`config.mk`:
```
export PLATFORM = sky130hd
export DESIGN_NAME = uart_frame_loop_config
export DESIGN_NICKNAME = d
export VERILOG_FILES = /design/src/rtl/uart_frame_loop_config.v
export VERILOG_INCLUDE_DIRS = /design/src /design/src/rtl
export SDC_FILE = /design/constraint.sdc
export NUM_CORES = 1
export LEC_CHECK = 0
export BUFFER_PORTS_ARGS = -buffer_cell sky130_fd_sc_hd__buf_2
export CORE_MARGIN = 1.5
export CORE_UTILIZATION = 30
export CTS_CLUSTER_SIZE = 40
export DETAILED_ROUTE_END_ITERATION = 16
export HOLD_SLACK_MARGIN = 0.12
export PLACE_DENSITY_LB_ADDON = 0.1
export SYNTH_ARGS = -nofsm -noshare
export SYNTH_HDL_FRONTEND = slang
export SYNTH_SLANG_ARGS = --single-unit
export TNS_END_PERCENT = 1
```
`constraint.sdc`:
```
create_clock -name pclk -period 2.61 [get_ports pclk]
set_input_delay 0.522 -clock pclk [delete_from_list [all_inputs] [get_ports pclk]]
set_output_delay 0.522 -clock pclk [all_outputs]
set_load 0.02 [all_outputs]
```
`src/rtl/uart_frame_loop_config_regs.vh`:
```
// register map, field positions and constants of the serial transceiver
`ifndef UART_FRAME_LOOP_CONFIG_REGS_VH
`define UART_FRAME_LOOP_CONFIG_REGS_VH
`define OFS_FRAME    8'h00
`define OFS_ENABLE   8'h04
`define OFS_DATA     8'h08
`define OFS_STATUS   8'h0C
`define OFS_BAUD     8'h10
`define OFS_LINE     8'h14
`define RST_FRAME    8'h00
`define RST_ENABLE   8'h00
`define RST_BAUD     16'h0010
`define RST_LINE     1'h0
// frame_format_control fields
`define F_LOOP       7
`define F_WAITSTOP   6
`define F_SRC        5
`define F_NINE       4
`define F_WAKE       3
`define F_IDLETYPE   2
`define F_PARITY_EN  1
`define F_PARITY_T   0
// enable_interrupt_control fields
`define E_TX_EN      3
`define E_RX_EN      2
`define E_WAKEUP     1
`define E_BREAK      0
// status fields
`define S_TXRDY      0
`define S_TXIDLE     1
`define S_RXFULL     2
`define S_IDLE       3
`define S_PERR       4
`define S_FERR       5
`define S_OVR        6
`define IDLE_BITS_8  4'hA
`define IDLE_BITS_9  4'hB
`define LAST_BIT_8   4'h7
`define LAST_BIT_9   4'h8
`endif

```
`src/rtl/uart_frame_loop_config.v`:
```
// serial transceiver with frame format, loop routing and apb registers
//
// Contract
// - loop select clear gives full duplex on separate receive and transmit pins.
// - loop select set feeds the transmitter output, or in single wire the transmit pin, to the receiver and ignores the receive pin.
// - wait-mode stop clear keeps the transceiver running in cpu wait, set freezes it.
// - receiver source select matters only while loop select is set.
// - loop set with source clear is internal loopback without the receive pin.
// - loop set with source set is single wire: the transmit pin feeds the receiver.
// - eight-bit mode frames start, eight data bits lsb first, then stop.
// - nine-bit mode frames start, eight data bits lsb first, ninth bit, then stop.
// - wakeup method selects idle-line wakeup at 0 and address-mark wakeup at 1.
// - idle is declared after 10 or 11 bit times high, by character length.
// - idle type 0 counts from after the start bit, 1 only from after the stop bit.
// - parity enable generates parity on transmit and checks on receive in the msb.
// - parity type 0 is even and 1 is odd, counted over the whole character.
// - the enable register is read/write over eight bits holding four fields, reset to 0; a wakeup clears its wakeup bit.
// - in single wire a direction bit decides if the transmit pin drives or listens.
`timescale 1ns/1ps
`include "uart_frame_loop_config_regs.vh"
module uart_frame_loop_config #(
  parameter ADDR_W = 8,
  parameter DW     = 9
) (
  input  wire              pclk,
  input  wire              presetn,
  input  wire [ADDR_W-1:0] paddr,
  input  wire              psel,
  input  wire              penable,
  input  wire              pwrite,
  input  wire [31:0]       pwdata,
  output reg  [31:0]       prdata,
  output reg               pready,
  output reg               pslverr,
  input  wire              cpu_wait,
  input  wire              rx_pin,
  input  wire              tx_in,
  output reg               tx_out,
  output reg               tx_oe
);
  localparam T_IDLE = 2'b00;
  localparam T_START = 2'b01;
  localparam T_DATA = 2'b10;
  localparam T_STOP = 2'b11;

  reg [7:0]    frame_format_control;
  reg [7:0]    enable_interrupt_control;
  reg [15:0]   baud_div;
  reg          single_wire_direction;
  reg [8:0]    rx_data;
  reg          rx_full;
  reg          idle_flag;
  reg          perr_flag;
  reg          ferr_flag;
  reg          ovr_flag;
  reg          rx_s1;
  reg          rx_s2;
  reg          txin_s1;
  reg          txin_s2;
  reg [DW-1:0] buf_mem [0:1];
  reg          buf_wp;
  reg          buf_rp;
  reg [1:0]    buf_cnt;
  reg [1:0]    t_state;
  reg [15:0]   t_cnt;
  reg [3:0]    t_idx;
  reg [8:0]    t_sh;
  reg [1:0]    r_state;
  reg [15:0]   r_cnt;
  reg [3:0]    r_idx;
  reg [8:0]    r_sh;
  reg [15:0]   b_cnt;
  reg [3:0]    i_cnt;

  wire loop_select  = frame_format_control[`F_LOOP];
  wire wait_stop    = frame_format_control[`F_WAITSTOP];
  wire src_select   = frame_format_control[`F_SRC];
  wire nine         = frame_format_control[`F_NINE];
  wire wake_method  = frame_format_control[`F_WAKE];
  wire idle_type    = frame_format_control[`F_IDLETYPE];
  wire parity_en    = frame_format_control[`F_PARITY_EN];
  wire parity_type  = frame_format_control[`F_PARITY_T];
  wire tx_en        = enable_interrupt_control[`E_TX_EN];
  wire rx_en        = enable_interrupt_control[`E_RX_EN];
  wire receiver_wakeup_control          = enable_interrupt_control[`E_WAKEUP];
  wire brk          = enable_interrupt_control[`E_BREAK];

  function [8:0] add_parity;
    input [8:0] d;
    input       n9;
    input       pe;
    input       pt;
    reg         p;
    begin
      p = (n9 ? ^d[7:0] : ^d[6:0]) ^ pt;
      add_parity = d;
      if (pe && n9)
        add_parity[8] = p;
      else if (pe)
        add_parity[7] = p;
    end
  endfunction

  function parity_bad;
    input [8:0] d;
    input       n9;
    input       pe;
    input       pt;
    begin
      parity_bad = pe && ((n9 ? ^d : ^d[7:0]) != pt);
    end
  endfunction

  // transceiver halts while cpu waits and wait-mode stop is set
  wire run = ~(wait_stop & cpu_wait) && (baud_div != 16'h0000);
  wire single_wire = loop_select & src_select;
  wire [3:0] last_bit = nine ? `LAST_BIT_9 : `LAST_BIT_8;
  wire [3:0] idle_lim = nine ? `IDLE_BITS_9 : `IDLE_BITS_8;

  reg rx_line;
  always @* begin
    if (!loop_select)
      rx_line = rx_s2;
    else if (!src_select)
      rx_line = tx_out;
    else if (tx_oe)
      rx_line = tx_out;
    else
      rx_line = txin_s2;
  end

  // apb decode
  wire acc = psel & penable & pready;
  wire wr = acc & pwrite;
  wire rd = acc & ~pwrite;
  wire hit_frame = (paddr == `OFS_FRAME);
  wire hit_enable = (paddr == `OFS_ENABLE);
  wire hit_data = (paddr == `OFS_DATA);
  wire hit_status = (paddr == `OFS_STATUS);
  wire hit_baud = (paddr == `OFS_BAUD);
  wire hit_line = (paddr == `OFS_LINE);
  wire mapped = hit_frame | hit_enable | hit_data | hit_status |
                hit_baud | hit_line;

  wire buf_full = (buf_cnt == 2'b10);
  wire buf_empty = (buf_cnt == 2'b00);
  wire push = wr & hit_data & ~buf_full;
  wire pop = run & tx_en & (t_state == T_IDLE) & ~buf_empty & ~brk;

  wire r_tick = run & (r_cnt == 16'h0000) & (r_state != T_IDLE);
  wire r_done = r_tick & (r_state == T_STOP);
  wire [8:0] r_char = nine ? r_sh : {1'b0, r_sh[8:1]};
  wire r_msb = nine ? r_sh[8] : r_sh[8];
  wire b_tick = run & (b_cnt == 16'h0000);
  wire idle_hit = b_tick & rx_line & ~(idle_type & (r_state != T_IDLE)) &
                  (i_cnt == idle_lim - 4'h1);
  // address-mark wakeup accepts the waking character
  wire mark_wake = r_done & receiver_wakeup_control & wake_method & r_msb;
  wire idle_wake = idle_hit & receiver_wakeup_control & ~wake_method;
  wire accept = r_done & (~receiver_wakeup_control | mark_wake);

  wire [7:0] status = {1'b0, ovr_flag, ferr_flag, perr_flag, idle_flag,
                       rx_full, (t_state == T_IDLE) & buf_empty, ~buf_full};

  always @(posedge pclk or negedge presetn) begin
    if (!presetn) begin
      rx_s1 <= 1'b1;
      rx_s2 <= 1'b1;
      txin_s1 <= 1'b1;
      txin_s2 <= 1'b1;
    end else begin
      rx_s1 <= rx_pin;
      rx_s2 <= rx_s1;
      txin_s1 <= tx_in;
      txin_s2 <= txin_s1;
    end
  end

  always @(posedge pclk or negedge presetn) begin
    if (!presetn) begin
      pready <= 1'b0;
      pslverr <= 1'b0;
      prdata <= 32'h00000000;
    end else begin
      pready <= psel & penable & ~pready;
      pslverr <= psel & penable & ~pready & ~mapped;
      prdata <= 32'h00000000;
      if (psel & penable & ~pready & ~pwrite) begin
        if (hit_frame)
          prdata <= {24'h000000, frame_format_control};
        if (hit_enable)
          prdata <= {24'h000000, enable_interrupt_control};
        if (hit_data)
          prdata <= {23'h0, rx_data};
        if (hit_status)
          prdata <= {24'h000000, status};
        if (hit_baud)
          prdata <= {16'h0000, baud_div};
        if (hit_line)
          prdata <= {31'h0, single_wire_direction};
      end
    end
  end

  always @(posedge pclk or negedge presetn) begin
    if (!presetn) begin
      frame_format_control <= `RST_FRAME;
      enable_interrupt_control <= `RST_ENABLE;
      baud_div <= `RST_BAUD;
      single_wire_direction <= `RST_LINE;
    end else begin
      if (wr & hit_frame)
        frame_format_control <= pwdata[7:0];
      if (wr & hit_enable)
        enable_interrupt_control <= pwdata[7:0];
      else if (mark_wake | idle_wake)
        enable_interrupt_control[`E_WAKEUP] <= 1'b0;
      if (wr & hit_baud)
        baud_div <= pwdata[15:0];
      if (wr & hit_line)
        single_wire_direction <= pwdata[0];
    end
  end

  // two-entry transmit buffer
  always @(posedge pclk or negedge presetn) begin
    if (!presetn) begin
      buf_wp <= 1'b0;
      buf_rp <= 1'b0;
      buf_cnt <= 2'b00;
      buf_mem[0] <= {DW{1'b0}};
      buf_mem[1] <= {DW{1'b0}};
    end else begin
      if (push) begin
        buf_mem[buf_wp] <= pwdata[DW-1:0];
        buf_wp <= ~buf_wp;
      end
      if (pop)
        buf_rp <= ~buf_rp;
      if (push & ~pop)
        buf_cnt <= buf_cnt + 2'b01;
      else if (pop & ~push)
        buf_cnt <= buf_cnt - 2'b01;
    end
  end

  // transmitter
  always @(posedge pclk or negedge presetn) begin
    if (!presetn) begin
      t_state <= T_IDLE;
      t_cnt <= 16'h0000;
      t_idx <= 4'h0;
      t_sh <= 9'h000;
      tx_out <= 1'b1;
      tx_oe <= 1'b0;
    end else begin
      tx_oe <= tx_en & ~(single_wire & ~single_wire_direction);
      if (run) begin
        if (t_state != T_IDLE)
          t_cnt <= (t_cnt == 16'h0000) ? baud_div - 16'h0001
                                        : t_cnt - 16'h0001;
        case (t_state)
          T_IDLE: begin
            tx_out <= ~(brk & tx_en);
            if (pop) begin
              t_sh <= add_parity(buf_mem[buf_rp], nine, parity_en,
                                 parity_type);
              t_cnt <= baud_div - 16'h0001;
              tx_out <= 1'b0;
              t_state <= T_START;
            end
          end
          T_START: begin
            if (t_cnt == 16'h0000) begin
              tx_out <= t_sh[0];
              t_sh <= {1'b0, t_sh[8:1]};
              t_idx <= 4'h0;
              t_state <= T_DATA;
            end
          end
          T_DATA: begin
            if (t_cnt == 16'h0000) begin
              t_idx <= t_idx + 4'h1;
              if (t_idx == last_bit) begin
                tx_out <= 1'b1;
                t_state <= T_STOP;
              end else begin
                tx_out <= t_sh[0];
                t_sh <= {1'b0, t_sh[8:1]};
              end
            end
          end
          default: begin
            if (t_cnt == 16'h0000)
              t_state <= T_IDLE;
          end
        endcase
      end
    end
  end

  // receiver
  always @(posedge pclk or negedge presetn) begin
    if (!presetn) begin
      r_state <= T_IDLE;
      r_cnt <= 16'h0000;
      r_idx <= 4'h0;
      r_sh <= 9'h000;
    end else if (run) begin
      if (r_state != T_IDLE)
        r_cnt <= (r_cnt == 16'h0000) ? baud_div - 16'h0001
                                      : r_cnt - 16'h0001;
      case (r_state)
        T_IDLE: begin
          if (rx_en & ~rx_line) begin
            r_cnt <= {1'b0, baud_div[15:1]};
            r_state <= T_START;
          end
        end
        T_START: begin
          if (r_tick) begin
            r_idx <= 4'h0;
            r_state <= rx_line ? T_IDLE : T_DATA;
          end
        end
        T_DATA: begin
          if (r_tick) begin
            r_sh <= {rx_line, r_sh[8:1]};
            r_idx <= r_idx + 4'h1;
            if (r_idx == last_bit)
              r_state <= T_STOP;
          end
        end
        default: begin
          if (r_tick)
            r_state <= T_IDLE;
        end
      endcase
    end
  end

  // idle-line detector on free bit-time ticks
  always @(posedge pclk or negedge presetn) begin
    if (!presetn) begin
      b_cnt <= 16'h0000;
      i_cnt <= 4'h0;
    end else if (run) begin
      b_cnt <= (b_cnt == 16'h0000) ? baud_div - 16'h0001
                                    : b_cnt - 16'h0001;
      if (b_tick) begin
        if (~rx_line | (idle_type & (r_state != T_IDLE)))
          i_cnt <= 4'h0;
        else if (i_cnt != idle_lim)
          i_cnt <= i_cnt + 4'h1;
      end
    end
  end

  // receive flags: a setting event wins over a clear in the same cycle
  always @(posedge pclk or negedge presetn) begin
    if (!presetn) begin
      rx_data <= 9'h000;
      rx_full <= 1'b0;
      idle_flag <= 1'b0;
      perr_flag <= 1'b0;
      ferr_flag <= 1'b0;
      ovr_flag <= 1'b0;
    end else begin
      if (rd & hit_data)
        rx_full <= 1'b0;
      if (wr & hit_status) begin
        if (pwdata[`S_IDLE])
          idle_flag <= 1'b0;
        if (pwdata[`S_PERR])
          perr_flag <= 1'b0;
        if (pwdata[`S_FERR])
          ferr_flag <= 1'b0;
        if (pwdata[`S_OVR])
          ovr_flag <= 1'b0;
      end
      if (idle_hit & ~receiver_wakeup_control)
        idle_flag <= 1'b1;
      if (accept & rx_full & ~(rd & hit_data))
        ovr_flag <= 1'b1;
      else if (accept) begin
        rx_data <= r_char;
        rx_full <= 1'b1;
        if (parity_bad(r_char, nine, parity_en, parity_type))
          perr_flag <= 1'b1;
        if (~rx_line)
          ferr_flag <= 1'b1;
      end
    end
  end
endmodule // uart_frame_loop_config

```
==> results.py <==
metrics = {
    "clock_network": {
        "cts_tree": "yes",
        "htreeDepth": 4,
        "clockBufferDepth": 2,
        "cts.clk_slew.worst_paths_ns": 0.08,
        "cts-root-buf": "clkbuf_16",
        "cts_made_buffers": 17,
        "clkSinkCount": 175,
        "clk_latency_ns": 0.45,
    },
    "finish": {
        "fillers": 3345,
        "drive_above_1_share_pct": 24.94,
        "fin_cells": 1625,
        "antenna_cells": 0,
        "area_delta_synth_final_pct": 20.81,
        "nets": 1233,
    },
    "global_routing": {
        "grt_pass1_wl_um": 47480,
        "grt_overflow": 0,
        "grt_pass1_vias": 8121,
        "antenna_found_initial": 0,
        "grt_max_degree": 63,
        "globalRouteTotalUtil_pct": 18.31,
    },
    "synthesis": {
        "yosys.area.top_type": "dfrtp_1",
        "synth_seq_cells": 175,
        "async_flop_share_pct": 100.0,
        "synthSimpleGateAreaFrac_pct": 18.45,
        "muxShareOfSynthArea_pct": 9.518,
        "ys_top_cells_by_count": "dfrtp_1, nand2_1, nor2_1",
        "synthesis.area_um2": 9951,
        "yosysMostFrequentCell": "dfrtp_1",
        "synth_top_family_by_area": "simple AND/OR/NAND/NOR gates",
        "synth_edf_count": 0,
        "synth_top_area_share_pct": 42.50,
        "avgSynthCellArea_um2": 9.504,
        "synth.distinct_cells": 82,
        "ys_warn_count": 0,
        "synth_area_leaders": "dfrtp_1, mux2_2, nand2_1",
        "synth-seq-area-share_pct": 44.08,
        "yosys.area_share.xor_xnor_pct": 3.873,
        "synthAdderAreaFrac_pct": 1.886,
        "synth_compound_area_share_pct": 17.65,
        "synth_ff_type": "dfrtp_1",
        "synth_cells": 1047,
    },
    "floorplanning": {
        "coreArea_um2": 32620,
        "start_util_pct": 30.51,
        "fp.dieArea_um2": 34270,
        "row_count": 66,
        "ios": 84,
        "die_w_um": 185.1,
        "die_h_um": 185.1,
    },
    "setup_path": {
        "critPathMaxFanout": 4,
        "critPathArrivalTime_ns": 2.83,
        "required_ns": 2.93,
        "criticalPathCategory": "flop to flop",
        "critPathCaptureType": "flop",
        "critPathTopFamily": "simple AND/OR/NAND/NOR gates",
        "crit_buf_inv": 1,
        "crit_chain": "inv_2 -> ha_2 -> or3b_4 -> or4_1 -> or3_1 -> a221o_1 -> o21ai_0 -> a21oi_1",
        "cp_slowest_cell": "or4_1",
        "start_kind": "flop",
        "critPathMaxStageDelay_ns": 0.44,
    },
    "placement": {
        "dp_slack_ns": -0.003484,
        "gp_congestion": 0.8231,
        "io_buffer_count": 51,
        "dp_cells": 1589,
        "dp_hpwl_um": 21950,
    },
    "power": {
        "switchingPower_mw": 1.954,
        "finalPower_mw": 6.656,
        "p_int_mw": 4.703,
        "p_sw_share_pct": 29.35,
        "combPwrFrac_pct": 14.3,
        "power_density_nw_per_um2": 553.7,
        "seqPwrFrac_pct": 44.0,
        "clkPwrFrac_pct": 41.7,
        "ir_worst_vdd_mv": 0.4504,
        "power.static_leakage_nw": 5.409,
    },
    "sta": {
        "worst_slew_pin_slew_ns": 0.9622,
        "final.setup_skew_ns": 0.01138,
        "relSlewSlack_pct": 35.85,
        "setup_slack_ns": 0.1045,
        "period_minus_slack_ns": 2.505,
        "period_share_pct": 95.99,
        "fmax_ghz": 0.3991,
        "setup_viol": 0,
        "tns_ns": 0,
        "final-hold-violation-count": 0,
        "rsz0062_at_grt": "false",
        "finalMaxSlewViolations": 0,
    },
    "detailed_routing": {
        "antenna_left": 0,
        "vias": 8118,
        "viasPerCell": 4.996,
        "drtIter0Drc": 471,
        "drc": 0,
        "first_pass_iters": 5,
        "wl_per_cell_um": 18.43,
        "wl_um": 29960,
    },
    "flow_run": {
        "cap_violations": 0,
    },
    "outcome": {
        "status": "finished, final reports clean",
    },
    "worst_hold_path": {
        "hp-class": "input pin to flop",
    },
}
==> flip-flops by register name, indices dropped and copies added (netlist names), 2 cells and up <==
signal                    count
b_cnt                        16
baud_div                     16
buf_cnt                       2
buf_mem                      18
enable_interrupt_control      8
frame_format_control          8
i_cnt                         4
prdata                       16
r_cnt                        16
r_idx                         4
r_sh                          9
r_state                       2
rx_data                       9
t_cnt                        16
t_idx                         4
t_sh                          9
t_state                       2
==> final cells by class <==
| cell class | instances | area, um^2 | share of cell area, % |
|---|---|---|---|
| clock inverters | 14 | 190.2 | 1.582 |
| multi-input cells | 794 | 5209 | 43.33 |
| flip-flops and latches | 175 | 4387 | 36.49 |
| well taps | 442 | 553.0 | 4.600 |
| repair buffers | 158 | 1154 | 9.596 |
| clock buffers | 18 | 439.2 | 3.653 |
| inverters | 24 | 90.09 | 0.7494 |
==> timing repair <==
action | in CTS | in global routing
endpoints found under the hold margin | 9 | 0
pin swaps | 0 | 1
gates cloned | 0 | 1
hold buffers | 1 | 0
gates resized for setup | 1 | 9
buffers inserted | 0 | 2
endpoints found under the setup margin | 1 | 16
==> final timing paths <==
kind,start,to,slack (ns),cells past startpoint
worst max-delay path,t_cnt[1]$_DFFE_PN0N_,t_cnt[12]$_DFFE_PN0N_,0.10,8
worst min-delay path,rx_pin,rx_s1$_DFF_PN1_,0.17,1
worst max register to register,t_cnt[1]$_DFFE_PN0N_,t_cnt[12]$_DFFE_PN0N_,0.10,8
worst min register to register,txin_s1$_DFF_PN1_,txin_s2$_DFF_PN1_,0.36,0
max in group asynchronous,presetn,r_sh[7]$_DFFE_PN0P_,1.23,3
min in group asynchronous,presetn,t_cnt[2]$_DFFE_PN0N_,0.65,2
==> layer usage <==
layer  global-route usage [%]  vias up  share of wire, %
li1                         -     4007                 -
met1                    26.51     3935                50
met2                    28.23      155                45
met3                    2.753       21               3.1
met4                    5.008        0               1.4
met5                        0        -                 0
==> kinds of logic after synthesis <==
group / count (synthesis)
AO/OA/AOI/OAI: 273
XOR/XNOR: 44
adder cells (fa/ha/maj): 15
buffers and inverters: 93
flip-flops: 175
multiplexers: 87
other: 1
AND/OR/NAND/NOR: 359
==> layout by cell type (no fill, tap or decap), types with 21 or more instances in the layout <==
| master | instances |
|---|---|
| nor2_1 | 89 |
| mux2i_1 | 26 |
| nand2_1 | 103 |
| o21ai_0 | 76 |
| xor2_1 | 21 |
| a21oi_1 | 74 |
| buf_4 | 99 |
| dfrtp_1 | 169 |
| xnor2_1 | 22 |
| mux2_2 | 61 |
| buf_2 | 50 |
| nor3_1 | 28 |
| inv_1 | 23 |
==> power by group through the flow <==
| stage | clock network [mW] | registers (mW) | logic, mW |
|---|---|---|---|
| after floorplan | 0 | 2.97 | 0.529 |
| after global placement | 0 | 2.98 | 0.932 |
| after detailed placement | 0 | 2.98 | 0.942 |
| after CTS | 2.86 | 2.92 | 0.946 |
| after global routing | 2.97 | 2.95 | 1.05 |
| final | 2.77 | 2.93 | 0.954 |
==> metrics by stage <==
stage	util [%]	hold WS (ns)	area [um^2]
5_1_grt	36.85	0.1408	12020
3_5_place_dp	34.67	0.3472	11310
4_1_cts	36.66	0.1447	11960
2_1_floorplan	-	0.2264	10010
3_3_place_gp	34.67	0.3461	11310
6_report	36.85	0.1677	12020
Note: power is estimated with default switching activity, not from simulation.
